===== src/verilog/sfc_pkg.sv =====
package sfc_pkg;
    // Register addresses on the serial port
    localparam logic [6:0] ADDR_RATE_HIGH = 7'h6e;
    localparam logic [6:0] ADDR_RATE_LOW = 7'h6f;
    localparam logic [6:0] ADDR_RATE_SCALE = 7'h70;
    localparam logic [6:0] ADDR_MOD_CTRL = 7'h71;
    localparam logic [6:0] ADDR_DEV_LOW = 7'h72;
    localparam logic [6:0] ADDR_OFS_LOW = 7'h73;
    localparam logic [6:0] ADDR_OFS_HIGH = 7'h74;
    localparam logic [6:0] ADDR_BAND = 7'h75;
    localparam logic [6:0] ADDR_NOM_HIGH = 7'h76;
    localparam logic [6:0] ADDR_NOM_LOW = 7'h77;
    localparam logic [6:0] ADDR_HOP_CHAN = 7'h79;
    localparam logic [6:0] ADDR_HOP_STEP = 7'h7a;
    // Values after reset
    localparam logic [7:0] RST_RATE_HIGH = 8'h0a;
    localparam logic [7:0] RST_RATE_LOW = 8'haa;
    localparam logic [7:0] RST_RATE_SCALE = 8'h00;
    localparam logic [7:0] RST_MOD_CTRL = 8'h00;
    localparam logic [7:0] RST_DEV_LOW = 8'h43;
    localparam logic [7:0] RST_OFS = 8'h00;
    localparam logic [7:0] RST_BAND = 8'h35;
    localparam logic [7:0] RST_NOM_HIGH = 8'hbb;
    localparam logic [7:0] RST_NOM_LOW = 8'h80;
    localparam logic [7:0] RST_HOP = 8'h00;
    // Field positions and writable masks
    localparam int BAND_HIGH_BIT = 5;
    localparam int DEV_MSB_BIT = 2;
    localparam int RATE_SCALE_BIT = 0;
    localparam logic [7:0] MASK_BAND = 8'h7f;
    localparam logic [7:0] MASK_OFS_HIGH = 8'h03;
    localparam logic [7:0] MASK_RATE_SCALE = 8'h01;
    // Divider arithmetic
    localparam logic [4:0] BAND_INT_MAX = 5'h17;
    localparam logic [6:0] BAND_INT_BASE = 7'h18;
    localparam logic [23:0] FRAC_MODULUS = 24'h00fa00;
    // Frequencies in centihertz; one fraction step is 156.25 Hz per band factor
    localparam int FRAC_LSB_CHZ = 15625;
    localparam int IF_SHIFT_CHZ = 93750000;
    localparam int HOP_LSB_CHZ = 1000000;
    localparam int DEV_LSB_CHZ = 62500;
    localparam int IF_UNITS = IF_SHIFT_CHZ / FRAC_LSB_CHZ;
    localparam int HOP_UNITS = HOP_LSB_CHZ / FRAC_LSB_CHZ;
    localparam int DEV_UNITS = DEV_LSB_CHZ / FRAC_LSB_CHZ;
    // Bit rate generator
    localparam int CLK_HZ = 20000000;
    localparam int RATE_REF_HZ = 1000000;
    localparam int RATE_PRESCALE = CLK_HZ / RATE_REF_HZ;
    localparam int RATE_EXP_BASE = 16;
    localparam int RATE_EXP_STEP = 5;
    // Modulation type field
    typedef enum logic [1:0] {
        MOD_CARRIER = 2'b00,
        MOD_OOK = 2'b01,
        MOD_FSK = 2'b10,
        MOD_GFSK = 2'b11
    } sfc_mod_e;
endpackage : sfc_pkg


===== src/verilog/sfc_divmod.sv =====
module sfc_divmod (
    input wire logic core_clk,
    input wire logic srst,
    input wire logic [23:0] total,
    output logic [6:0] div_int,
    output logic [15:0] div_frac
);
    logic [23:0] quot;
    logic [23:0] rem;

    // Split total fraction steps into integer and modulus remainder
    assign quot = total / sfc_pkg::FRAC_MODULUS;
    assign rem = total - quot * sfc_pkg::FRAC_MODULUS;

    // Registered so the wide divide has a full cycle
    always_ff @(posedge core_clk)
    begin
        if (srst)
        begin
            div_int <= 7'h00;
            div_frac <= 16'h0000;
        end
        else
        begin
            div_int <= quot[6:0];
            div_frac <= rem[15:0];
        end
    end

    property p_frac_range;
        @(posedge core_clk) disable iff (srst)
        div_frac < sfc_pkg::FRAC_MODULUS[15:0];
    endproperty
    a_frac_range: assert property (p_frac_range) else $error("fraction not below modulus");
endmodule : sfc_divmod


===== src/verilog/sfc_spi_slave.sv =====
module sfc_spi_slave (
    input wire logic core_clk,
    input wire logic srst,
    input wire logic spi_sck,
    input wire logic spi_nsel,
    input wire logic spi_sdi,
    output logic spi_sdo,
    output logic spi_sdo_oe,
    output logic [6:0] rd_addr,
    input wire logic [7:0] rd_data,
    output logic wr_stb,
    output logic [6:0] wr_addr,
    output logic [7:0] wr_data
);
    logic [2:0] pin_s1;
    logic [2:0] pin_s2;
    logic [2:0] pin_s3;
    logic [2:0] pin_f;
    logic sck_prev;
    logic sck_rise;
    logic sck_fall;
    logic [3:0] bit_cnt;
    logic [6:0] shift_in;
    logic is_write;
    logic load_pend;
    logic [7:0] out_sh;
    logic [7:0] rx_byte;

    // Three-stage synchronisers; bit 2 sck, bit 1 select, bit 0 data
    always_ff @(posedge core_clk)
    begin
        if (srst)
        begin
            pin_s1 <= 3'h2;
            pin_s2 <= 3'h2;
            pin_s3 <= 3'h2;
        end
        else
        begin
            pin_s1 <= {spi_sck, spi_nsel, spi_sdi};
            pin_s2 <= pin_s1;
            pin_s3 <= pin_s2;
        end
    end

    // A change counts only once stages two and three agree
    genvar gi;
    generate
        for (gi = 0; gi < 3; gi++)
        begin : g_filt
            always_ff @(posedge core_clk)
            begin
                if (srst)
                    pin_f[gi] <= (gi == 1);
                else if (pin_s2[gi] == pin_s3[gi])
                    pin_f[gi] <= pin_s3[gi];
            end
        end
    endgenerate

    assign sck_rise = pin_f[2] && !sck_prev;
    assign sck_fall = !pin_f[2] && sck_prev;
    assign rx_byte = {shift_in, pin_f[0]};

    // Command byte, data bytes and burst address increment
    always_ff @(posedge core_clk)
    begin
        if (srst || pin_f[1])
        begin
            sck_prev <= pin_f[2] && !srst;
            bit_cnt <= 4'h0;
            shift_in <= 7'h00;
            is_write <= 1'b0;
            load_pend <= 1'b0;
            rd_addr <= 7'h00;
            wr_stb <= 1'b0;
            wr_addr <= 7'h00;
            wr_data <= 8'h00;
        end
        else
        begin
            sck_prev <= pin_f[2];
            wr_stb <= 1'b0;
            load_pend <= 1'b0;
            if (sck_rise)
            begin
                shift_in <= rx_byte[6:0];
                bit_cnt <= (bit_cnt == 4'hf) ? 4'h8 : bit_cnt + 4'h1;
                if (bit_cnt == 4'h7)
                begin
                    is_write <= rx_byte[7];
                    rd_addr <= rx_byte[6:0];
                    load_pend <= !rx_byte[7];
                end
                else if (bit_cnt == 4'hf)
                begin
                    wr_stb <= is_write;
                    wr_addr <= rd_addr;
                    wr_data <= rx_byte;
                    rd_addr <= rd_addr + 7'h01;
                    load_pend <= !is_write;
                end
            end
        end
    end

    // Read data changes on falling sck; first bit is set up before it
    always_ff @(posedge core_clk)
    begin
        if (srst)
        begin
            spi_sdo <= 1'b0;
            spi_sdo_oe <= 1'b0;
            out_sh <= 8'h00;
        end
        else
        begin
            spi_sdo_oe <= !pin_f[1];
            if (load_pend)
            begin
                spi_sdo <= rd_data[7];
                out_sh <= {rd_data[6:0], 1'b0};
            end
            else if (sck_fall && !is_write && bit_cnt > 4'h8)
            begin
                spi_sdo <= out_sh[7];
                out_sh <= {out_sh[6:0], 1'b0};
            end
        end
    end
endmodule : sfc_spi_slave


===== src/verilog/sfc_freq_ctrl.sv =====
module sfc_freq_ctrl #(
    parameter int RATE_PRESCALE = sfc_pkg::RATE_PRESCALE
) (
    input wire logic core_clk,
    input wire logic srst,
    input wire logic spi_sck,
    input wire logic spi_nsel,
    input wire logic spi_sdi,
    output logic spi_sdo,
    output logic spi_sdo_oe,
    input wire logic tx_active,
    input wire logic tx_data_bit,
    output logic [6:0] div_int,
    output logic [15:0] div_frac,
    output logic band_high,
    output logic retune_req,
    output logic bit_tick
);
    logic [7:0] data_rate_high;
    logic [7:0] data_rate_low;
    logic [7:0] rate_scale_reg;
    logic [7:0] modulation_control_two;
    logic [7:0] deviation_low_byte;
    logic [7:0] offset_low_byte;
    logic [7:0] offset_high_bits;
    logic [7:0] band_select;
    logic [7:0] nominal_carrier_high;
    logic [7:0] nominal_carrier_low;
    logic [7:0] hop_channel_select;
    logic [7:0] hop_step_size;
    logic wr_stb;
    logic [6:0] wr_addr;
    logic [7:0] wr_data;
    logic [6:0] rd_addr;
    logic [7:0] rd_data;
    logic [15:0] carrier_fraction;
    logic [9:0] fine_offset_word;
    logic [8:0] deviation_word;
    logic [4:0] band_integer;
    logic [15:0] txdr;
    logic rate_scale;
    logic fsk_on;
    logic [6:0] n_int;
    logic [23:0] int_units;
    logic [23:0] hop_units;
    logic [23:0] off_units;
    logic [23:0] if_units;
    logic [23:0] dev_units;
    logic [23:0] next_base_total;
    logic [23:0] next_dev_term;
    logic [23:0] base_total;
    logic [23:0] dev_term;
    logic [23:0] synth_total;
    logic [4:0] presc_cnt;
    logic presc_wrap;
    logic [20:0] rate_acc;
    logic [21:0] rate_sum;

    ////////////////////////////////////////////////////////////////////////
    // Serial register port

    sfc_spi_slave u_spi (
        .core_clk(core_clk),
        .srst(srst),
        .spi_sck(spi_sck),
        .spi_nsel(spi_nsel),
        .spi_sdi(spi_sdi),
        .spi_sdo(spi_sdo),
        .spi_sdo_oe(spi_sdo_oe),
        .rd_addr(rd_addr),
        .rd_data(rd_data),
        .wr_stb(wr_stb),
        .wr_addr(wr_addr),
        .wr_data(wr_data)
    );

    // Band integer above the top band is stored as the top band
    function automatic logic [4:0] clamp_band(input logic [4:0] v);
        clamp_band = (v > sfc_pkg::BAND_INT_MAX) ? sfc_pkg::BAND_INT_MAX : v;
    endfunction : clamp_band

    // Read mux; unmapped addresses and reserved bits read zero
    function automatic logic [7:0] reg_read(input logic [6:0] a);
        case (a)
            sfc_pkg::ADDR_RATE_HIGH: reg_read = data_rate_high;
            sfc_pkg::ADDR_RATE_LOW: reg_read = data_rate_low;
            sfc_pkg::ADDR_RATE_SCALE: reg_read = rate_scale_reg;
            sfc_pkg::ADDR_MOD_CTRL: reg_read = modulation_control_two;
            sfc_pkg::ADDR_DEV_LOW: reg_read = deviation_low_byte;
            sfc_pkg::ADDR_OFS_LOW: reg_read = offset_low_byte;
            sfc_pkg::ADDR_OFS_HIGH: reg_read = offset_high_bits;
            sfc_pkg::ADDR_BAND: reg_read = band_select;
            sfc_pkg::ADDR_NOM_HIGH: reg_read = nominal_carrier_high;
            sfc_pkg::ADDR_NOM_LOW: reg_read = nominal_carrier_low;
            sfc_pkg::ADDR_HOP_CHAN: reg_read = hop_channel_select;
            sfc_pkg::ADDR_HOP_STEP: reg_read = hop_step_size;
            default: reg_read = 8'h00;
        endcase
    endfunction : reg_read

    always_comb // A process, so register writes also re-run the mux, not only address changes
        rd_data = reg_read(rd_addr);

    ////////////////////////////////////////////////////////////////////////
    // Register bank

    // Data rate and modulation registers
    always_ff @(posedge core_clk)
    begin
        if (srst)
        begin
            data_rate_high <= sfc_pkg::RST_RATE_HIGH;
            data_rate_low <= sfc_pkg::RST_RATE_LOW;
            rate_scale_reg <= sfc_pkg::RST_RATE_SCALE;
            modulation_control_two <= sfc_pkg::RST_MOD_CTRL;
            deviation_low_byte <= sfc_pkg::RST_DEV_LOW;
        end
        else if (wr_stb)
        begin
            case (wr_addr)
                sfc_pkg::ADDR_RATE_HIGH: data_rate_high <= wr_data;
                sfc_pkg::ADDR_RATE_LOW: data_rate_low <= wr_data;
                sfc_pkg::ADDR_RATE_SCALE: rate_scale_reg <= wr_data & sfc_pkg::MASK_RATE_SCALE;
                sfc_pkg::ADDR_MOD_CTRL: modulation_control_two <= wr_data;
                sfc_pkg::ADDR_DEV_LOW: deviation_low_byte <= wr_data;
                default: ;
            endcase
        end
    end

    // Carrier, offset and hop registers
    always_ff @(posedge core_clk)
    begin
        if (srst)
        begin
            offset_low_byte <= sfc_pkg::RST_OFS;
            offset_high_bits <= sfc_pkg::RST_OFS;
            band_select <= sfc_pkg::RST_BAND;
            nominal_carrier_high <= sfc_pkg::RST_NOM_HIGH;
            nominal_carrier_low <= sfc_pkg::RST_NOM_LOW;
            hop_channel_select <= sfc_pkg::RST_HOP;
            hop_step_size <= sfc_pkg::RST_HOP;
        end
        else if (wr_stb)
        begin
            case (wr_addr)
                sfc_pkg::ADDR_OFS_LOW: offset_low_byte <= wr_data;
                sfc_pkg::ADDR_OFS_HIGH: offset_high_bits <= wr_data & sfc_pkg::MASK_OFS_HIGH;
                sfc_pkg::ADDR_BAND:
                    band_select <= {wr_data[7:5] & sfc_pkg::MASK_BAND[7:5], clamp_band(wr_data[4:0])};
                sfc_pkg::ADDR_NOM_HIGH: nominal_carrier_high <= wr_data;
                sfc_pkg::ADDR_NOM_LOW: nominal_carrier_low <= wr_data;
                sfc_pkg::ADDR_HOP_CHAN: hop_channel_select <= wr_data;
                sfc_pkg::ADDR_HOP_STEP: hop_step_size <= wr_data;
                default: ;
            endcase
        end
    end

    // Field views of the bank
    assign carrier_fraction = {nominal_carrier_high, nominal_carrier_low};
    assign fine_offset_word = {offset_high_bits[1:0], offset_low_byte};
    assign deviation_word = {modulation_control_two[sfc_pkg::DEV_MSB_BIT], deviation_low_byte};
    assign band_integer = band_select[4:0];
    assign band_high = band_select[sfc_pkg::BAND_HIGH_BIT];
    assign txdr = {data_rate_high, data_rate_low};
    assign rate_scale = rate_scale_reg[sfc_pkg::RATE_SCALE_BIT];
    assign fsk_on = modulation_control_two[1];

    ////////////////////////////////////////////////////////////////////////
    // Divider arithmetic, all in fraction steps of 156.25 Hz per band factor

    // Terms given in absolute hertz shrink by the band factor in high band
    assign n_int = {2'b00, band_integer} + sfc_pkg::BAND_INT_BASE;
    assign int_units = 24'(n_int) * sfc_pkg::FRAC_MODULUS;
    assign hop_units = (24'(hop_step_size) * 24'(hop_channel_select) * 24'(sfc_pkg::HOP_UNITS)) >> band_high;
    assign off_units = {{14{fine_offset_word[9]}}, fine_offset_word};
    assign if_units = 24'(sfc_pkg::IF_UNITS) >> band_high;
    assign dev_units = (24'(deviation_word) * 24'(sfc_pkg::DEV_UNITS)) >> band_high;

    // Wrapping sums are safe: offset limits keep the total positive
    assign next_base_total = int_units + 24'(carrier_fraction) + off_units + hop_units - if_units;

    // Deviation sign follows the data bit; carrier and OOK types get none
    always_comb
    begin
        next_dev_term = 24'h000000;
        if (fsk_on)
            next_dev_term = tx_data_bit ? dev_units : 24'h000000 - dev_units;
    end

    // Recomputed every cycle, so any write lands two cycles later
    always_ff @(posedge core_clk)
    begin
        if (srst)
        begin
            base_total <= 24'h000000;
            dev_term <= 24'h000000;
        end
        else
        begin
            base_total <= next_base_total;
            dev_term <= next_dev_term;
        end
    end

    assign synth_total = base_total + dev_term;

    sfc_divmod u_divmod (
        .core_clk(core_clk),
        .srst(srst),
        .total(synth_total),
        .div_int(div_int),
        .div_frac(div_frac)
    );

    ////////////////////////////////////////////////////////////////////////
    // Automatic retune on hop writes during transmit

    always_ff @(posedge core_clk)
    begin
        if (srst)
            retune_req <= 1'b0;
        else
            retune_req <= wr_stb && tx_active
                && (wr_addr == sfc_pkg::ADDR_HOP_CHAN || wr_addr == sfc_pkg::ADDR_HOP_STEP);
    end

    ////////////////////////////////////////////////////////////////////////
    // Transmit bit rate generator

    // Prescaler makes the 1 MHz step from the core clock
    assign presc_wrap = presc_cnt == 5'(RATE_PRESCALE - 1);

    always_ff @(posedge core_clk)
    begin
        if (srst)
            presc_cnt <= 5'h00;
        else
            presc_cnt <= presc_wrap ? 5'h00 : presc_cnt + 5'h01;
    end

    assign rate_sum = {1'b0, rate_acc} + {6'h00, txdr};

    // Carry out of bit 16 or 21 is one bit period; scale picks which
    always_ff @(posedge core_clk)
    begin
        if (srst)
        begin
            rate_acc <= 21'h000000;
            bit_tick <= 1'b0;
        end
        else
        begin
            bit_tick <= 1'b0;
            if (presc_wrap)
            begin
                if (rate_scale)
                begin
                    rate_acc <= rate_sum[20:0];
                    bit_tick <= rate_sum[sfc_pkg::RATE_EXP_BASE + sfc_pkg::RATE_EXP_STEP];
                end
                else
                begin
                    rate_acc <= {5'h00, rate_sum[15:0]};
                    bit_tick <= rate_sum[sfc_pkg::RATE_EXP_BASE];
                end
            end
        end
    end

    ////////////////////////////////////////////////////////////////////////
    // Checks

    property p_band_clamp;
        @(posedge core_clk) disable iff (srst)
        band_integer <= sfc_pkg::BAND_INT_MAX;
    endproperty
    a_band_clamp: assert property (p_band_clamp) else $error("band integer above top band");

    property p_clamp_write;
        @(posedge core_clk) disable iff (srst)
        (wr_stb && wr_addr == sfc_pkg::ADDR_BAND && wr_data[4:0] > 5'h17) |=> band_integer == 5'h17;
    endproperty
    a_clamp_write: assert property (p_clamp_write) else $error("oversize band write not clamped");

    property p_retune;
        @(posedge core_clk) disable iff (srst)
        (wr_stb && tx_active && wr_addr == sfc_pkg::ADDR_HOP_CHAN) |=> retune_req;
    endproperty
    a_retune: assert property (p_retune) else $error("hop write in transmit gave no retune");

    property p_retune_cause;
        @(posedge core_clk) disable iff (srst)
        retune_req |-> $past(wr_stb) && $past(tx_active);
    endproperty
    a_retune_cause: assert property (p_retune_cause) else $error("retune without hop write");

    property p_carrier_only;
        @(posedge core_clk) disable iff (srst)
        (modulation_control_two[1:0] == sfc_pkg::MOD_CARRIER) |=> dev_term == 24'h000000;
    endproperty
    a_carrier_only: assert property (p_carrier_only) else $error("deviation on unmodulated carrier");

    property p_fsk_sign;
        @(posedge core_clk) disable iff (srst)
        (fsk_on && !tx_data_bit) |=> dev_term + $past(dev_units) == 24'h000000;
    endproperty
    a_fsk_sign: assert property (p_fsk_sign) else $error("zero bit did not deviate down");

    property p_tick_gap;
        @(posedge core_clk) disable iff (srst)
        bit_tick |=> !bit_tick [*8];
    endproperty
    a_tick_gap: assert property (p_tick_gap) else $error("bit ticks too close");

    property p_nom_write;
        @(posedge core_clk) disable iff (srst)
        (wr_stb && wr_addr == sfc_pkg::ADDR_NOM_LOW) |=> ##1
            (base_total - $past(base_total)) == (24'(nominal_carrier_low) - 24'($past(nominal_carrier_low, 2)));
    endproperty
    a_nom_write: assert property (p_nom_write) else $error("carrier write not recomputed");
endmodule : sfc_freq_ctrl


===== config.mk =====
export PLATFORM = sky130hd
export DESIGN_NAME = sfc_freq_ctrl
export DESIGN_NICKNAME = d
export VERILOG_FILES = /design/src/verilog/sfc_pkg.sv /design/src/verilog/sfc_divmod.sv /design/src/verilog/sfc_spi_slave.sv /design/src/verilog/sfc_freq_ctrl.sv
export SDC_FILE = /design/constraint.sdc
export NUM_CORES = 1
export LEC_CHECK = 0
export BUFFER_PORTS_ARGS = -buffer_cell sky130_fd_sc_hd__buf_2
export CAP_MARGIN = 40
export CORE_UTILIZATION = 55
export CTS_CLUSTER_DIAMETER = 200
export DETAILED_ROUTE_END_ITERATION = 7
export PLACE_DENSITY = 0.68
export SLEW_MARGIN = 20
export SYNTH_ARGS = -nofsm -noshare
export SYNTH_HDL_FRONTEND = slang
export SYNTH_SLANG_ARGS = --single-unit
export TNS_END_PERCENT = 5

===== constraint.sdc =====
create_clock -name core_clk -period 14.65 [get_ports core_clk]
set_input_delay 1.465 -clock core_clk [delete_from_list [all_inputs] [get_ports core_clk]]
set_output_delay 1.465 -clock core_clk [all_outputs]
set_load 0.02 [all_outputs]

==> results.cfg, run 1 <==
[synthesis]
syn_avg_cell_area_um2 = 8.338
synth-main-ff-cell = dfxtp_1
synth_cell_type_count = 104
synth_top_area_cell = dfxtp_1
netlist.area_leader.share_pct = 25.12
async_flop_share_pct = 0
syn-num-nets = 2498
ys_ff_latch = 233
synth.top_cells.by_area = dfxtp_1 25%, ha_1 12%, fa_1 8.8%
synth_edf_count = 0
syn_inst = 2227
syn_area_um2 = 18570
synth-warning-count = 0
ys_seq_area_share_pct = 25.12

[timing]
tightest_slew_ns = 0.8692
relSlewSlack_pct = 41.85
finalClockSkew_ns = 0.02139
grt_setup_unrepaired = no
setup_viol = 0
finalCriticalPeriod_ns = 11.95
fmax_ghz = 0.08371
maxSlewViolCount = 0
hold_viol_final = 0
fin_tns_setup_ns = 0
timing.final.crit_share_pct = 81.54

[run]
maxCapViolations = 0

[die]
die_height_um = 185.7
die-area_um2 = 34500
row_count = 66
die_w_um = 185.7
initial_core_util_pct = 56.50
core_area_um2 = 32870
io_pins = 35

[layout]
drive_gt1_share_pct = 6.838
regMostFlops = base_total
finalNetCount = 2476
most-common-layout-cells = 233 x dfxtp_1, 221 x nor2_1, 221 x inv_1, 211 x nand2_1, 182 x ha_1
reg_top3 = base_total (24), rate_acc (21), dev_term (18)
diodes = 0
largest_reg_flops = 24
syn_to_final_growth_pct = 6.954
mostFrequentLayoutCell = dfxtp_1
stdcell_count = 2665

[place]
dpl.cell_count = 2616
gp_congestion = 0.9101
hpwl_um = 34600
io_buffer_count = 34

[clock_network]
cts.sink_count = 233
clk_latency_ns = 0.54
post_cts_resize_count = 0
clk_path_buf_depth = 3
cts_hold_buf = 0
cts-root-buf = clkbuf_16
clkTransAtPathRegs_ns = 0.06
h-tree-depth = 1
cts_tree = built
cts_buffers = 25
postCtsSetupBuffers = 0

[critical_path]
crit_path_max_incr_delay_ns = 0.71
crit_type = flop to flop
required_ns = 15.03
rr_worst_depth = 41
cpMostUsedCell = xnor2_1
cp_max_fo = 13
rr_startpoint = base_total[1]
arrival_ns = 12.33
r2r_end = u_divmod.div_frac[15]
critPathCaptureType = flop
start_kind = flop
r2r_setup_slack_ns = 2.70
critPathSlowestCell = o41ai_4

[power]
leakage_uw = 0.008979
power_density_nw_per_um2 = 68.64
vdd_drop_max_v = 0.00007786

[routing]
drt_wl_total_um = 45430
drtIter0Drc = 1062
drtPass1Iterations = 5
vias_per_cell = 5.824
post-route-drc-count = 0
routedWlPerCell_um = 17.05
num_vias = 15520
ant_nets = 0

[hold_path]
hp-start = u_spi.pin_s1[1]
hold_end = u_spi.pin_s2[1]
hold_depth = 1
min_path_type = flop to flop

[global_routing]
overflow = 0
grt_max_degree = 68
grt_use_total_pct = 26.61
grt_pass1_vias = 14570
antenna_found_initial = 0
grt_pass1_wl_um = 74290

[outcome]
status = finished, final reports clean
## routing by layer
layer	global-route usage (%)	wire (um)	up-vias
li1	-	-	7627
met4	8.230	1403	0
met5	0	0	-
met1	36.23	20860	7414
met3	2.113	2094	83
met2	44.66	21080	396
## how the worst max path moves through the flow
stage,start,end,slack (ns),cells past startpoint
after floorplan,base_total[1],u_divmod.div_frac[15],4.38,43
after global placement,base_total[1],u_divmod.div_frac[15],3.10,41
after detailed placement,base_total[1],u_divmod.div_frac[15],2.84,41
after CTS,base_total[1],u_divmod.div_frac[15],2.74,41
after global routing,base_total[1],u_divmod.div_frac[15],1.91,41
final,base_total[1],u_divmod.div_frac[15],2.70,41
## report_power, final
part | internal (uW) | switching (uW)
logic | 38.3 | 60.7
registers | 642 | 2.40
clock network | 362 | 259
## synth_stat cells (10+ instances only)
master    number
dfxtp_1      233
inv_1        221
nor2_1       221
nand2_1      211
ha_1         182
a21oi_1      175
mux2i_1      100
xnor2_1       83
fa_1          82
clkbuf_1      81
and2_1        47
o21ai_0       46
nor3_1        45
nand3_1       41
o21bai_1      40
xor2_1        28
a21o_1        27
and3_1        24
nor2b_1       20
a211oi_1      17
nand4_1       17
or3_1         14
buf_2         11
nand2b_1      11
o211ai_1      11
a22oi_1       10
## stage by stage
step,setup WS (ns),total power (uW),area (um^2),utilization (%),hold WS [ns]
floorplan,4.376,733.8,18570,-,0.3895
global placement,3.100,755.1,18950,57.66,0.3948
detailed placement,2.843,756.5,19010,57.83,0.3963
CTS,2.741,1376,19810,60.27,0.4133
global route,1.908,1411,19860,60.43,0.4170
finish,2.704,1363,19860,60.43,0.4100
## worst max-delay path: cells and delay by family, from the launching register on
family                   cells  cell delay [ns]
AO/OA/AOI/OAI               14             4.63
XOR/XNOR                     8             1.98
adder cells (fa/ha/maj)      8             2.70
buffers and inverters        3             0.17
flip-flops                   1             0.30
multiplexers                 1             0.37
AND/OR/NAND/NOR              7             1.61
## kinds of logic after synthesis
logic type / synth area share [%]
compound gates: 17.51
mux: 5.855
flops: 25.12
simple gates: 17.96
buf+inv: 6.866
fa+ha+maj: 21.21
xor+xnor: 5.471
## layout make-up
type                            instances  area, um^2
Clock buffer                           35       683.2
Clock inverter                         10       116.4
Inverter                              224       840.8
Sequential cell                       233        4664
Multi-Input combinational cell       1666       12640
Timing Repair Buffer                   55       366.6
Fill cell                            3035       13010
Tap cell                              442       553.0
Power figures use the tool's default switching activity.
==> inputs of run 2 (changes only) <==
PLACE_DENSITY = 0.71   (was 0.68)
clock period = 10.7 ns   (was 14.65 ns; I/O delays follow)
==> run 2 against run 1 <==
Against the previous run: sequential power increased by 37%; clock-buffer cell count fell by 1; combinational power up 52%; first-iteration DRC count is 7.6% higher; sequential share of layout area is 0.77 points lower; wire length grew 2.2%.
==> results.cfg, run 2 (synthesized netlist as in run 1, its figures left out) <==
[clock_network]
cts_buffers = 25
h-tree-depth = 1
cts.sink_count = 233
cts_hold_buf = 0
cts_tree = built
clk_latency_ns = 0.56
clkTransAtPathRegs_ns = 0.06
cts-root-buf = clkbuf_16
clk_path_buf_depth = 3

[layout]
largest_reg_flops = 24
reg_top3 = base_total (24), rate_acc (21), dev_term (18)
regMostFlops = base_total
fillers = 2945
drive_gt1_share_pct = 10.69
finalNetCount = 2525
fin_util_pct = 62.48
stdcell_count = 2715
syn_to_final_growth_pct = 10.58
mostFrequentLayoutCell = dfxtp_1
diodes = 0
most-common-layout-cells = 233 x dfxtp_1, 221 x nor2_1, 221 x inv_1, 210 x nand2_1, 180 x ha_1

[global_routing]
grt_max_degree = 69
grt_pass1_vias = 14940
antenna_found_initial = 1
overflow = 0
grt_pass1_wl_um = 75730
grt_use_total_pct = 27.17

[die]
die_height_um = 185.7
initial_core_util_pct = 56.50
core_area_um2 = 32870
io_pins = 35
die_w_um = 185.7
die-area_um2 = 34500
row_count = 66

[timing]
fmax_ghz = 0.09687
timing.final.crit_share_pct = 96.48
hold_viol_final = 0
relSlewSlack_pct = 42.04
setup_viol = 0
timing.hold.ws_ns = 0.4173
maxSlewViolCount = 0
finalClockSkew_ns = 0.02464
finalCriticalPeriod_ns = 10.32
tightest_slew_ns = 0.8615

[critical_path]
cpMostUsedCell = xnor2_1
critPathBufInv = 3
crit_family = compound AO/OA/AOI/OAI gates
required_ns = 11.11
critPathSlowestCell = o41a_4
arrival_ns = 10.73
crit_type = flop to flop
critPathCaptureType = flop
cp_max_fo = 5
crit_path_max_incr_delay_ns = 0.55
start_kind = flop

[routing]
topRoutingLayerUsed = met5
drt-met1-wl_um = 20620
post-route-drc-count = 0
drt_wl_total_um = 46430
num_vias = 15780
ant_nets = 0
wl_met3_um = 2589
vias_per_cell = 5.812
routedWlPerCell_um = 17.10
drtIter0Drc = 1143
route.met2.wl_um = 21940
drtPass1Iterations = 6

[hold_path]
min_path_type = flop to flop

[power]
total_power_uw = 1944
leakage_uw = 0.009251
vdd_drop_max_v = 0.0001328
power_density_nw_per_um2 = 94.69

[place]
gp_congestion = 0.9226
hpwl_um = 35180
dpl.cell_count = 2653
io_buffer_count = 34

[run]
maxCapViolations = 0

[outcome]
status = finished, final reports clean
[run 2: changes by cell type in the layout (fill, tap and decap cells not counted), moves of 3 or more]
cell / delta
a21oi_1: -8
a21oi_2: +8
and3_1: -3
buf_4: +50
clkbuf_1: -5
clkbuf_8: +4
nor3_1: -5
nor3_2: +4
o2111a_1: -3
o2111a_2: +3
[run 2: layout make-up]
| type | count | area (um^2) | area share [%] |
|---|---|---|---|
| clock buffer | 34 | 719.4 | 3.504 |
| clock inverter | 12 | 150.1 | 0.7312 |
| inverter | 224 | 840.8 | 4.095 |
| tap | 442 | 553.0 | 2.693 |
| timing repair buffer | 104 | 721.9 | 3.516 |
| sequential | 233 | 4664 | 22.72 |
| multi-input combinational | 1666 | 12880 | 62.74 |
[run 2: metrics by stage]
step | TNS [ns] | instance area (um^2) | worst slack (ns)
2_1_floorplan | 0 | 18570 | 0.4264
3_3_place_gp | 0 | 19250 | 0.2462
3_5_place_dp | 0 | 19280 | 0.02794
4_1_cts | 0 | 20150 | 0.07819
5_1_grt | -0.04302 | 20530 | -0.04302
6_report | 0 | 20530 | 0.3764
[run 2: timing repair]
item | 4_1_cts | 5_1_grt
setup buffers | 0 | 12
resized for setup | 1 | 49
pin swaps | 0 | 28
setup endpoints to repair | 1 | 2
endpoints found under the hold margin | 0 | 0
[run 2: power breakdown]
group	switching (uW)	leakage [uW]	total, uW	internal (uW)
Combinational	88.3	0.00693	150	62.0
Clock	367	0.000434	912	545
Sequential	3.45	0.00189	882	878
[run 2: worst reg2reg max path, delay by kind of cell (launching register included)]
family	cells	cell delay, ns
AOI/OAI and AO/OA	10	3.08
xor gates and xnor gates	7	1.08
adders and majority gates	8	2.54
buffers and inverters	3	0.18
DFF	1	0.30
muxes	2	0.67
and+or+nand+nor	11	2.32
[run 2: path summary, 6_finish.rpt]
kind	startpoint	endpoint	slack, ns	cells past startpoint
worst min-delay path	u_spi.pin_s1[1]	u_spi.pin_s2[1]	0.42	1
worst max register to register	base_total[1]	u_divmod.div_frac[15]	0.38	41
worst min register to register	u_spi.pin_s1[1]	u_spi.pin_s2[1]	0.42	1
worst max-delay path	base_total[1]	u_divmod.div_frac[15]	0.38	41
[run 2: metal layers]
layer  track usage [%]  vias up
met5                 0        -
met4             7.836        2
met3             3.248       75
met2             46.09      450
met1             36.11     7536
li1                  -     7717
